===== src/shared/usb_in_ep_params.svh =====
`ifndef USB_IN_EP_PARAMS_SVH
`define USB_IN_EP_PARAMS_SVH

// ----------------------------------------------------------------
// Register byte addresses
// ----------------------------------------------------------------
`define CTRL_ADDR        32'h5200_0184
`define IRQ_STATUS_ADDR  32'h5200_01a0
`define IRQ_MASK_ADDR    32'h5200_01a4
`define EP_CONFIG_ADDR   32'h5200_01a8

// ----------------------------------------------------------------
// Control register fields
// ----------------------------------------------------------------
`define CTRL_READY_BIT   0
`define CTRL_FLUSH_BIT   3
`define CTRL_STALL_BIT   4
`define CTRL_SENT_BIT    5
`define CTRL_TOGGLE_BIT  6

// ----------------------------------------------------------------
// Interrupt status and configuration fields
// ----------------------------------------------------------------
`define IRQ_PKT_BIT      0
`define IRQ_FLUSH_BIT    1
`define IRQ_W            2
`define CFG_AUTO_BIT     7
`define CFG_SIZE_MSB     3
`define CFG_SIZE_LSB     0

// ----------------------------------------------------------------
// Reset values and size codes
// ----------------------------------------------------------------
`define REG_RESET        8'h00
`define SIZE_RESET       4'h1
`define SIZE_CODE_8      4'h1
`define SIZE_CODE_16     4'h2
`define SIZE_CODE_32     4'h4
`define SIZE_CODE_64     4'h8
`define BYTES_8          7'h08
`define BYTES_16         7'h10
`define BYTES_32         7'h20
`define BYTES_64         7'h40
`define SLOTS_SINGLE     2'h1
`define SLOTS_DUAL       2'h2

`endif


===== src/shared/usb_in_ep_pkg.sv =====
package usb_in_ep_pkg;

   // Transaction state, gray coded along idle, busy, flush
   typedef enum logic [1:0] {
      XS_IDLE  = 2'b00,
      XS_BUSY  = 2'b01,
      XS_FLUSH = 2'b11
   } xfer_state_t;

endpackage


===== src/logic/usb_in_endpoint_control.sv =====
// Contract
// - Toggle alternates; writing one restarts at DATA0
// - Set stall-sent when stall answers a token
// - Stall handshake clears packet-ready
// - Stall request makes tokens get STALL
// - Flush done clears request, raises interrupt
// - Flush waits for running transaction
// - Flush drops only the older packet
// - Packet-ready clears after host acknowledges
// - Interrupt when packet-ready is cleared
// - Block FIFO writes while packet-ready set
// - Packet-ready set ignored while stall requested
// - Control register follows selected endpoint index
// - Size 64 enables two packet slots
// - Auto-set marks ready after full packet
`timescale 1ns/10ps
`include "usb_in_ep_params.svh"

module usb_in_endpoint_control #(
   parameter logic [7:0] EP_INDEX = 8'h01
) (
   // Clock, reset, enable
   input  wire logic        clk_in,
   input  wire logic        nrst_in,
   input  wire logic        ce_in,
   // Register port
   input  wire logic [31:0] addr_in,
   input  wire logic [7:0]  wdata_in,
   input  wire logic        wr_in,
   input  wire logic        rd_in,
   output logic      [7:0]  rdata_out,
   // Endpoint selection
   input  wire logic [7:0]  ep_index_in,
   // Endpoint FIFO control
   input  wire logic        fifo_wr_in,
   output logic             fifo_wr_out,
   output logic             fifo_flush_out,
   // USB engine
   input  wire logic        in_token_in,
   input  wire logic        tx_ack_in,
   input  wire logic        tx_fail_in,
   output logic             send_data_out,
   output logic             send_stall_out,
   output logic             send_nak_out,
   output logic             data_pid_out,
   // Interrupt
   output logic             irq_out
);
   // ----------------------------------------------------------------
   // Functions and state
   // ----------------------------------------------------------------
   // Packet length in bytes for a size code
   function automatic logic [6:0] size_bytes(input logic [3:0] code);
      return (code == `SIZE_CODE_16) ? `BYTES_16 :
             (code == `SIZE_CODE_32) ? `BYTES_32 :
             (code == `SIZE_CODE_64) ? `BYTES_64 : `BYTES_8;
   endfunction
   // State registers
   usb_in_ep_pkg::xfer_state_t state_reg;
   usb_in_ep_pkg::xfer_state_t state_next;
   logic [1:0]          pkt_cnt_reg;
   logic [1:0]          pkt_cnt_next;
   logic [6:0]          byte_cnt_reg;
   logic                toggle_reg;
   logic                toggle_reset_reg;
   logic                stall_req_reg;
   logic                stall_sent_reg;
   logic                flush_req_reg;
   logic [`IRQ_W-1:0]   irq_status_reg;
   logic [`IRQ_W-1:0]   irq_mask_reg;
   logic                auto_set_reg;
   logic [3:0]          size_code_reg;
   // ----------------------------------------------------------------
   // Decode
   // ----------------------------------------------------------------
   logic       sel_ctrl;
   logic       wr_ctrl;
   logic       wr_mask;
   logic       wr_cfg;
   logic       rd_status;
   logic [1:0] slots;
   logic       ready_bit;
   logic       fifo_accept;
   logic       manual_set;
   logic       auto_req;
   logic       pkt_add;
   logic       ack_done;
   logic       flush_do;
   logic       flush_done;
   logic       token_idle;
   logic       stall_hit;
   logic       data_hit;
   // Control register only visible for the selected endpoint
   assign sel_ctrl  = (addr_in == `CTRL_ADDR) && (ep_index_in == EP_INDEX);
   assign wr_ctrl   = wr_in && sel_ctrl;
   assign wr_mask   = wr_in && (addr_in == `IRQ_MASK_ADDR);
   assign wr_cfg    = wr_in && (addr_in == `EP_CONFIG_ADDR);
   assign rd_status = rd_in && (addr_in == `IRQ_STATUS_ADDR);
   // Two slots at the largest size
   assign slots = (size_bytes(size_code_reg) == `BYTES_64) ? `SLOTS_DUAL : `SLOTS_SINGLE;
   assign ready_bit = (pkt_cnt_reg >= slots);
   // Writes into a full queue are dropped
   assign fifo_accept = fifo_wr_in && !ready_bit;
   // Processor handoff, refused while stalling
   assign manual_set = wr_ctrl && wdata_in[`CTRL_READY_BIT] && !ready_bit &&
                       !stall_req_reg && !wdata_in[`CTRL_STALL_BIT];
   // Automatic handoff on the last byte of a full packet
   assign auto_req = auto_set_reg && fifo_accept && !stall_req_reg &&
                     ((byte_cnt_reg + 7'h01) == size_bytes(size_code_reg));
   assign pkt_add = manual_set || auto_req;
   // Transaction events
   assign token_idle = in_token_in && (state_reg == usb_in_ep_pkg::XS_IDLE);
   assign stall_hit  = token_idle && stall_req_reg;
   assign data_hit   = token_idle && !stall_req_reg && (pkt_cnt_reg != 2'h0);
   assign ack_done   = (state_reg == usb_in_ep_pkg::XS_BUSY) && tx_ack_in;
   assign flush_done = (state_reg == usb_in_ep_pkg::XS_FLUSH);
   assign flush_do   = flush_done && (pkt_cnt_reg != 2'h0);
   // ----------------------------------------------------------------
   // Transaction state machine
   // ----------------------------------------------------------------
   // Next state; a token in idle wins over a pending flush
   always_comb begin
      state_next = state_reg;
      case (state_reg)
         usb_in_ep_pkg::XS_IDLE: begin
            if (data_hit) begin
               state_next = usb_in_ep_pkg::XS_BUSY;
            end else if (flush_req_reg && !token_idle) begin
               state_next = usb_in_ep_pkg::XS_FLUSH;
            end
         end
         usb_in_ep_pkg::XS_BUSY: begin
            if (tx_ack_in || tx_fail_in) begin // Flush held off until settled
               state_next = usb_in_ep_pkg::XS_IDLE;
            end
         end
         usb_in_ep_pkg::XS_FLUSH: begin
            state_next = usb_in_ep_pkg::XS_IDLE;
         end
         default: begin
            state_next = usb_in_ep_pkg::XS_IDLE;
         end
      endcase
   end
   // State register
   always_ff @(posedge clk_in or negedge nrst_in) begin
      if (!nrst_in) begin
         state_reg <= usb_in_ep_pkg::XS_IDLE;
      end else if (ce_in) begin
         state_reg <= state_next;
      end
   end
   // ----------------------------------------------------------------
   // Packet queue
   // ----------------------------------------------------------------
   // Queue depth: add on handoff, drop on ack or flush
   always_comb begin
      pkt_cnt_next = pkt_cnt_reg;
      if (stall_hit) begin
         pkt_cnt_next = 2'h0;
      end else if (pkt_add && !(ack_done || flush_do)) begin
         pkt_cnt_next = pkt_cnt_reg + 2'h1;
      end else if (!pkt_add && (ack_done || flush_do)) begin
         pkt_cnt_next = pkt_cnt_reg - 2'h1;
      end
   end
   // Queue count
   always_ff @(posedge clk_in or negedge nrst_in) begin
      if (!nrst_in) begin
         pkt_cnt_reg <= 2'h0;
      end else if (ce_in) begin
         pkt_cnt_reg <= pkt_cnt_next;
      end
   end
   // Bytes loaded into the packet being filled
   always_ff @(posedge clk_in or negedge nrst_in) begin
      if (!nrst_in) begin
         byte_cnt_reg <= 7'h00;
      end else if (ce_in) begin
         if (pkt_add) begin
            byte_cnt_reg <= 7'h00;
         end else if (fifo_accept) begin
            byte_cnt_reg <= byte_cnt_reg + 7'h01;
         end
      end
   end
   // ----------------------------------------------------------------
   // Data toggle
   // ----------------------------------------------------------------
   // Stored restart bit; held high keeps DATA0
   always_ff @(posedge clk_in or negedge nrst_in) begin
      if (!nrst_in) begin
         toggle_reset_reg <= 1'b0;
      end else if (ce_in && wr_ctrl) begin
         toggle_reset_reg <= wdata_in[`CTRL_TOGGLE_BIT];
      end
   end
   // Flip on each acknowledged packet
   always_ff @(posedge clk_in or negedge nrst_in) begin
      if (!nrst_in) begin
         toggle_reg <= 1'b0;
      end else if (ce_in) begin
         if (toggle_reset_reg || (wr_ctrl && wdata_in[`CTRL_TOGGLE_BIT])) begin
            toggle_reg <= 1'b0;
         end else if (ack_done) begin
            toggle_reg <= ~toggle_reg;
         end
      end
   end
   // ----------------------------------------------------------------
   // Stall and flush control
   // ----------------------------------------------------------------
   // Stall request, written by the processor only
   always_ff @(posedge clk_in or negedge nrst_in) begin
      if (!nrst_in) begin
         stall_req_reg <= 1'b0;
      end else if (ce_in && wr_ctrl) begin
         stall_req_reg <= wdata_in[`CTRL_STALL_BIT];
      end
   end
   // Stall sent: set wins over a clearing write
   always_ff @(posedge clk_in or negedge nrst_in) begin
      if (!nrst_in) begin
         stall_sent_reg <= 1'b0;
      end else if (ce_in) begin
         if (stall_hit) begin
            stall_sent_reg <= 1'b1;
         end else if (wr_ctrl && !wdata_in[`CTRL_SENT_BIT]) begin
            stall_sent_reg <= 1'b0;
         end
      end
   end
   // Flush request: a new write wins over completion
   always_ff @(posedge clk_in or negedge nrst_in) begin
      if (!nrst_in) begin
         flush_req_reg <= 1'b0;
      end else if (ce_in) begin
         if (wr_ctrl && wdata_in[`CTRL_FLUSH_BIT]) begin
            flush_req_reg <= 1'b1;
         end else if (flush_done) begin
            flush_req_reg <= 1'b0;
         end
      end
   end
   // ----------------------------------------------------------------
   // Configuration and interrupts
   // ----------------------------------------------------------------
   // Auto-set and size code
   always_ff @(posedge clk_in or negedge nrst_in) begin
      if (!nrst_in) begin
         auto_set_reg  <= 1'b0;
         size_code_reg <= `SIZE_RESET;
      end else if (ce_in && wr_cfg) begin
         auto_set_reg  <= wdata_in[`CFG_AUTO_BIT];
         size_code_reg <= wdata_in[`CFG_SIZE_MSB:`CFG_SIZE_LSB];
      end
   end
   // Interrupt mask
   always_ff @(posedge clk_in or negedge nrst_in) begin
      if (!nrst_in) begin
         irq_mask_reg <= `IRQ_W'(0);
      end else if (ce_in && wr_mask) begin
         irq_mask_reg <= wdata_in[`IRQ_W-1:0];
      end
   end
   // Sticky events, cleared by read, set wins
   always_ff @(posedge clk_in or negedge nrst_in) begin
      if (!nrst_in) begin
         irq_status_reg <= `IRQ_W'(0);
      end else if (ce_in) begin
         irq_status_reg[`IRQ_PKT_BIT] <=
            (irq_status_reg[`IRQ_PKT_BIT] && !rd_status) ||
            ack_done || (stall_hit && (pkt_cnt_reg != 2'h0));
         irq_status_reg[`IRQ_FLUSH_BIT] <=
            (irq_status_reg[`IRQ_FLUSH_BIT] && !rd_status) || flush_done;
      end
   end
   // Level interrupt from unmasked status
   always_ff @(posedge clk_in or negedge nrst_in) begin
      if (!nrst_in) begin
         irq_out <= 1'b0;
      end else if (ce_in) begin
         irq_out <= |(irq_status_reg & irq_mask_reg);
      end
   end
   // ----------------------------------------------------------------
   // Outputs to FIFO and engine
   // ----------------------------------------------------------------
   // One-cycle commands; data PID held until the next data answer
   always_ff @(posedge clk_in or negedge nrst_in) begin
      if (!nrst_in) begin
         fifo_wr_out    <= 1'b0;
         fifo_flush_out <= 1'b0;
         send_data_out  <= 1'b0;
         send_stall_out <= 1'b0;
         send_nak_out   <= 1'b0;
         data_pid_out   <= 1'b0;
      end else if (ce_in) begin
         fifo_wr_out    <= fifo_accept;
         fifo_flush_out <= flush_do;
         send_data_out  <= data_hit;
         send_stall_out <= stall_hit;
         send_nak_out   <= token_idle && !stall_req_reg && (pkt_cnt_reg == 2'h0);
         if (data_hit) begin
            data_pid_out <= toggle_reg;
         end
      end
   end
   // ----------------------------------------------------------------
   // Read data
   // ----------------------------------------------------------------
   // Read data valid only in the cycle after the strobe
   always_ff @(posedge clk_in or negedge nrst_in) begin
      if (!nrst_in) begin
         rdata_out <= `REG_RESET;
      end else if (ce_in) begin
         rdata_out <= `REG_RESET;
         if (rd_in && sel_ctrl) begin // Reserved bits read zero
            rdata_out[`CTRL_TOGGLE_BIT] <= toggle_reset_reg;
            rdata_out[`CTRL_SENT_BIT]   <= stall_sent_reg;
            rdata_out[`CTRL_STALL_BIT]  <= stall_req_reg;
            rdata_out[`CTRL_FLUSH_BIT]  <= flush_req_reg;
            rdata_out[`CTRL_READY_BIT]  <= ready_bit;
         end else if (rd_status) begin
            rdata_out[`IRQ_W-1:0] <= irq_status_reg;
         end else if (rd_in && (addr_in == `IRQ_MASK_ADDR)) begin
            rdata_out[`IRQ_W-1:0] <= irq_mask_reg;
         end else if (rd_in && (addr_in == `EP_CONFIG_ADDR)) begin
            rdata_out[`CFG_AUTO_BIT] <= auto_set_reg;
            rdata_out[`CFG_SIZE_MSB:`CFG_SIZE_LSB] <= size_code_reg;
         end
      end
   end
endmodule


===== config.mk =====
export PLATFORM = sky130hd
export DESIGN_NAME = usb_in_endpoint_control
export DESIGN_NICKNAME = d
export VERILOG_FILES = /design/src/shared/usb_in_ep_pkg.sv /design/src/logic/usb_in_endpoint_control.sv
export VERILOG_INCLUDE_DIRS = /design/src /design/src/shared
export SDC_FILE = /design/constraint.sdc
export NUM_CORES = 1
export LEC_CHECK = 0
export BUFFER_PORTS_ARGS = -buffer_cell sky130_fd_sc_hd__clkbuf_2
export CAP_MARGIN = 10
export CORE_ASPECT_RATIO = 1.4
export CORE_MARGIN = 2
export CORE_UTILIZATION = 51
export DETAILED_ROUTE_END_ITERATION = 6
export PLACE_DENSITY = 0.79
export REMOVE_ABC_BUFFERS = 1
export SKIP_CTS_REPAIR_TIMING = 1
export SLEW_MARGIN = 10
export SYNTH_ARGS = -nofsm -noshare
export SYNTH_HDL_FRONTEND = slang
export SYNTH_SLANG_ARGS = --single-unit

===== constraint.sdc =====
create_clock -name clk_in -period 3.5 [get_ports clk_in]
set_input_delay 0.525 -clock clk_in [delete_from_list [all_inputs] [get_ports clk_in]]
set_output_delay 0.525 -clock clk_in [all_outputs]
set_load 0.005 [all_outputs]

-- Word level (Yosys, flattened, before mapping)
Index checks and enable logic that the tools add are counted.
- $add $sub $neg: 3
- multipliers: 0
- div/mod/pow operators: 0
- $lt $le $gt $ge: 1
- equality and inequality tests: 14
- shifts and indexed selects: 0
- multiplexer cells: 32
- bitwise gates (word level): 2
- reductions and logical operators: 66
- operators by type and width (kind ; number):
    equality test 32 x 31 -> 1 bit (second input constant) ; 4
    logical AND 1 bit ; 35
    two-way mux 7 bit ; 5
    two-way mux 2 bit ; 12
    two-way mux 1 bit ; 12
    AND reduction 2 bit ; 6
    nonzero test 2 bit ; 5
    equality test 8 x 1 -> 1 bit (second input constant) ; 1
    logical NOT 1 bit ; 8
    adder 7 x 1 -> 7 bit (second input constant) ; 1
    equality test 7 bit ; 1
    equality test 7 bit (second input constant) ; 1
    logical OR 1 bit ; 7
    equality test 4 x 2 -> 1 bit (second input constant) ; 1
    equality test 4 x 3 -> 1 bit (second input constant) ; 1
    equality test 4 bit (second input constant) ; 1
    logical NOT 2 bit ; 2
    two-way mux 4 bit ; 1
    one-hot mux 2 bit (2 select lines) ; 1
    two-way mux 3 bit ; 1
    inequality test 3 x 2 -> 1 bit (second input constant) ; 1
    AND reduction 3 bit ; 1
    nonzero test 3 bit ; 1
    adder 2 x 1 -> 2 bit (second input constant) ; 1
    other kinds (8) ; 8
- bits in registers: 40
- latch bits: 0
- RAM bits: 0
- ROM bits: 0
- bits of input ports: 57
- output and inout port bits: 15
- logic and storage cells: 138
- memories: 0

-- Logic depth before layout (Yosys ltp)
- word-level depth: 18
- depth in mapped cells: 11
- mapped depth without buffers: 10

-- Worst setup path before layout
OpenSTA, ideal clock, no wires.
- path kind: reg-to-reg
- start point: reg size_code_reg[1]
- end point: reg byte_cnt_reg[0]
- library setup time: 0.125 ns
- arrival time: 2.358 ns
- required time: 3.375 ns
- setup slack: 1.018 ns
- cell stages (with the launch flop): 12
- path buffers: 1
- clock period less this slack: 2.482 ns
- cells stage by stage: dfrtp_1 > nor2_1 > nand3b_1 > ha_1 > nand2b_1 > a21oi_1 > nand2_1 > a2111oi_2 > o32a_2 > buf_6 > nor2_2 > mux2_2
- longest elaborated chain between the ends: 15
- elaborated cells between the ends (all ways): 22
- classes of those cells: order compare (1); eq/ne (5); mux (5); reduce/logical (11)
- ends and longest elaborated chain (element ; line ; source):
    from (decl) ; usb_in_endpoint_control.sv:72 ; logic [3:0] size_code_reg;
    from (signal assigned) ; usb_in_endpoint_control.sv:252 ; size_code_reg <= `SIZE_RESET;
    from (signal assigned) ; usb_in_endpoint_control.sv:255 ; size_code_reg <= wdata_in[`CFG_SIZE_MSB:`CFG_SIZE_LSB];
    equality test 4 bit (no source line) ; - ;
    two-way mux 7 bit (no source line) (2 in a row) ; - ;
    two-way mux 7 bit (no source line) (*) ; - ;
    equality test 7 bit (no source line) ; - ;
    two-way mux 2 bit (no source line) ; - ;
    greater-or-equal comparator 2 bit ; usb_in_endpoint_control.sv:101 ; assign ready_bit = (pkt_cnt_reg >= slots);
    logical NOT 1 bit ; usb_in_endpoint_control.sv:103, usb_in_endpoint_control.sv:105 ;
    logical AND 1 bit ; usb_in_endpoint_control.sv:103 ; assign fifo_accept = fifo_wr_in && !ready_bit;
    logical AND 1 bit (3 in a row) ; usb_in_endpoint_control.sv:108 ; assign auto_req = auto_set_reg && fifo_accept && !stall_req_reg &&
    logical OR 1 bit ; usb_in_endpoint_control.sv:110 ; assign pkt_add = manual_set || auto_req;
    nonzero test 2 bit (no source line) ; - ;
    AND reduction 2 bit (no source line) ; - ;
    to (signal assigned) ; usb_in_endpoint_control.sv:183 ; byte_cnt_reg <= byte_cnt_reg + 7'h01;
    to (decl) ; usb_in_endpoint_control.sv:63 ; logic [6:0] byte_cnt_reg;
Mark *: on every way between the ends. The rest lies on a longest branch, timed or not.
A chain may end at the register's enable or synchronous reset.

-- Final worst setup path
Ends and elaborated chain as after synthesis.

==> results <==
- Of the total synthesized cell area, the portion taken by full adders, half adders and majority gates is 0.02231.
- Before antenna repair, the detailed router went through 4 iterations.
- The pin count of the biggest net entering global routing is 41.
- The die is roughly 60 µm wide.
- The HPWL after detailed placement is between 4 and 5 mm.
- The share of synthesized area occupied by flip-flops and latches is 0.4467.
- The kind of critical path is reg -> reg.
- The number of max-cap violations is 0.
- Of the total synthesized cell area, the portion taken by XOR and XNOR cells is 0.02733.
- For this run, the top clock speed supported by timing is around 0.35 GHz.
- The final global-route overflow total is 0.
- The number of vias per cell is approximately 5.6.
- At the end of routability-driven placement, the weighted congestion stood at 0.7938.
- After filler insertion, the fill cell instance count of the layout stands at roughly 370.
- The detail route stage leaves a number of antenna-violating nets equal to 0.
- In the post-synthesis netlist, the cell with the most instances is sky130_fd_sc_hd__dfrtp_1.
- Summed over all failing endpoints, the final setup total negative slack is 0 ns.
- The number of max-slew violations in the final report is 0.
- Once layout is done, the placed cells without fillers occupy 2749 µm².
- 0 antenna diodes ended up in the layout.
- The sink count of the clock tree is 40.
- The detailed router finished its first iteration with 110 violations.
- The run finished with clean final reports.
- The number of enable-type register cells in the synthesized netlist is 0.
- Of the post-synthesis cell area, the dominant cell type holds 0.4350.
- Summing internal, switching and leakage power gives 1.156 mW.
- The H-tree depth is 2.
- In this run the worst path has a maximum fanout of 13.
- The total power density per cell area is 420.6 nW/µm².
- The worst-case headroom to the max-slew limit is 0.3537.
- The commonest cells after synthesis are 39 x sky130_fd_sc_hd__dfrtp_1, 20 x sky130_fd_sc_hd__nand2_1, 19 x sky130_fd_sc_hd__o21ai_0, 16 x sky130_fd_sc_hd__nor2_1, 13 x sky130_fd_sc_hd__nand3_1.
- The largest area contributor in the netlist is sky130_fd_sc_hd__dfrtp_1.
- The overall track demand over capacity in global routing is 0.2437.
- The DRC violation count after routing is 0.
- A synthesized cell averages ~9.6 µm².
- The CTS tree is done.
- The routed length per placed instance is 14.56 µm.
- Setup violations remaining at the end of the flow were counted as 0.
- The routed design has approximately 5.4 mm of wire.
- Summing over every cut layer, the via total after detailed routing is about 2,100.
- The number of storage elements in the synthesis netlist is 40.
- The final instance count without filler cells is ~370.
- The initial core utilization is 0.5292.
- The wire length of the first global-routing pass is around 9.1 mm.
- The post-synthesis async set-or-reset flop share is 1.000.
- The TritonCTS buffer count is 5.
- The count of mapped cells out of synthesis is roughly 230.
- The standard cell core area is 4239 µm².
- At the pin with the least slew margin, the transition time is about 0.97 ns.
- The number of instances in the placed design is 360.
- For this design the static power due to leakage is about 1.3 nW.
- In the finished design, the share of the clock period the worst path needs comes to 0.8248.
- The die area is 4953 µm².
- The clock skew after layout is 0.007039 ns.
- At the later pin of the worst-skew pair, clock insertion delay measures around 0.30 ns.
- For the worst setup path, the data arrival time is slightly above 3 ns.
- The required time at the worst-slack endpoint is 3.68 ns.
- The area growth from synthesis to layout is 22.53%.
- In the final layout, the share of cells above drive strength 1 is 0.3117.
- Yosys attributes the largest share of cell area to sky130_fd_sc_hd__dfrtp_1 44%, sky130_fd_sc_hd__mux2_2 6.0%, sky130_fd_sc_hd__o21ai_0 4.2%, sky130_fd_sc_hd__nand2_1 3.3%, sky130_fd_sc_hd__nand3_1 2.9%.
- The predominant post-synthesis flop cell is sky130_fd_sc_hd__dfrtp_1.
- The classification of the worst-slack hold path is in -> async.
- The die is roughly 82 µm tall.
- The worst setup path is launched from a flip-flop.
- The fraction of the mapped netlist area in compound gates came to 0.1718.
- STA classifies the critical path endpoint as a flip-flop.
- Clock-pin slew was measured on the worst setup and hold paths at approximately 0.080 ns.
- The final layout contains 368 nets.
- After synthesis, the netlist uses 49 different library cells.
- During synthesis, Yosys emitted a total of 0 warnings.
- The total standard cell area after synthesis is 2243 µm².
- Setup repair after global routing left no endpoint under its margin.
- After synthesis, the largest family of logic cells by area is simple AND/OR/NAND/NOR gates.
- The number of standard-cell rows in the floorplan is 28.
- The register with the most flip-flops in the layout has 8 of them.
- The total count of hold-check failures in the final report is 0.
- The cell sitting at the root of the clock tree is a sky130_fd_sc_hd__clkbuf_8.
- In this run the cell area measured after placement is between 2000 and 3000 µm².
- The number of buffers between clock root and the deepest sink is 2.
- The worst IR drop on VDD is 0.0003538 V.
- The number of global-route vias before repair was roughly 2,100.
- Of the total synthesized cell area, the portion taken by AND, OR, NAND and NOR gates is 0.2276.
- The multiplexer area fraction after synthesis is 0.06916.
- Port buffering added 71 buffers.
- The minimum period implied by the final worst setup slack is a little under 3 ns.
- At the end of the flow the core is filled with cells to 0.6485.
- The number of antenna violations at the first check in global routing was 0.
- The boundary pin count is between 70 and 80.
## through the flow
step	hold WS, ns	setup WS, ns
finish	0.3709	0.6133
global placement	0.4631	0.7806
detailed placement	0.4686	0.6236
floorplan	0.2294	0.9691
CTS	0.4179	0.6069
global route	0.4160	0.3771
## power by group
group	switching, mW	internal, mW
Combinational	0.135	0.125
Sequential	0.0613	0.511
Clock	0.163	0.160
## final timing paths
kind | start | end | slack, ns | depth (start not counted)
worst max-delay path | size_code_reg[1] | byte_cnt_reg[0] | 0.61 | 10
worst min-delay path | nrst_in | rdata_out[4] | 0.37 | 1
worst min register to register | fifo_wr_out | fifo_wr_out | 0.48 | 1
max in group asynchronous | nrst_in | byte_cnt_reg[4] | 2.53 | 1
worst max register to register | size_code_reg[1] | byte_cnt_reg[0] | 0.61 | 10
min in group clk_in | wdata_in[6] | toggle_reg | 0.42 | 2
## logic make-up (layout without fill, tap and decap cells)
logic type,after synthesis,in the layout
adders and majority gates,4,4
buffers and inverters,19,93
xor gates and xnor gates,7,7
and+or+nand+nor,93,93
DFF,40,40
muxes,14,14
AOI/OAI and AO/OA,57,57
## critical path: stages, from the launching register on
cell and delay, ns:
sky130_fd_sc_hd__dfrtp_1 0.43, sky130_fd_sc_hd__nor2_1 0.19, sky130_fd_sc_hd__nand3b_1 0.16, sky130_fd_sc_hd__ha_1 0.29, sky130_fd_sc_hd__nand2b_1 0.14, sky130_fd_sc_hd__a21oi_1 0.28, sky130_fd_sc_hd__nand2_1 0.13, sky130_fd_sc_hd__a2111oi_2 0.35
sky130_fd_sc_hd__o32a_2 0.34, sky130_fd_sc_hd__a21oi_1 0.16, sky130_fd_sc_hd__mux2_2 0.29
## cells in the final DEF (no fill, tap or decap), types with 3 or more instances in the layout
master,count
sky130_fd_sc_hd__clkbuf_2,71
sky130_fd_sc_hd__nand3_1,13
sky130_fd_sc_hd__a21oi_1,9
sky130_fd_sc_hd__nand2b_1,3
sky130_fd_sc_hd__a21o_1,3
sky130_fd_sc_hd__nor3b_1,5
sky130_fd_sc_hd__nor4b_1,5
sky130_fd_sc_hd__mux2_2,12
sky130_fd_sc_hd__nand2_1,20
sky130_fd_sc_hd__xnor2_1,5
sky130_fd_sc_hd__inv_1,12
sky130_fd_sc_hd__ha_1,4
sky130_fd_sc_hd__or3_1,3
sky130_fd_sc_hd__o21ai_0,19
sky130_fd_sc_hd__dfrtp_1,39
sky130_fd_sc_hd__nor4_1,7
sky130_fd_sc_hd__clkbuf_8,6
sky130_fd_sc_hd__nor2_1,16
sky130_fd_sc_hd__nand3b_1,5
sky130_fd_sc_hd__o2bb2ai_1,7
sky130_fd_sc_hd__nand4_1,5
## layout make-up
type,instances,area (µm²),area share
Sequential cell,40,1002,0.3646
Clock inverter,1,7.507,0.002731
Multi-Input combinational cell,175,1162,0.4228
Tap cell,60,75.07,0.02731
Timing Repair Buffer,73,370.4,0.1347
Inverter,12,45.04,0.01639
Clock buffer,7,86.33,0.03141
## layer usage
metal / up-vias / wire [µm] / track usage
met2: 44 / 2737 / 0.4250
met3: 12 / 203 / 0.05140
li1: 1012 / - / -
met5: - / 0 / 0
met4: 0 / 129 / 0.1200
met1: 995 / 2288 / 0.2764
Power figures use the tool's default switching activity.
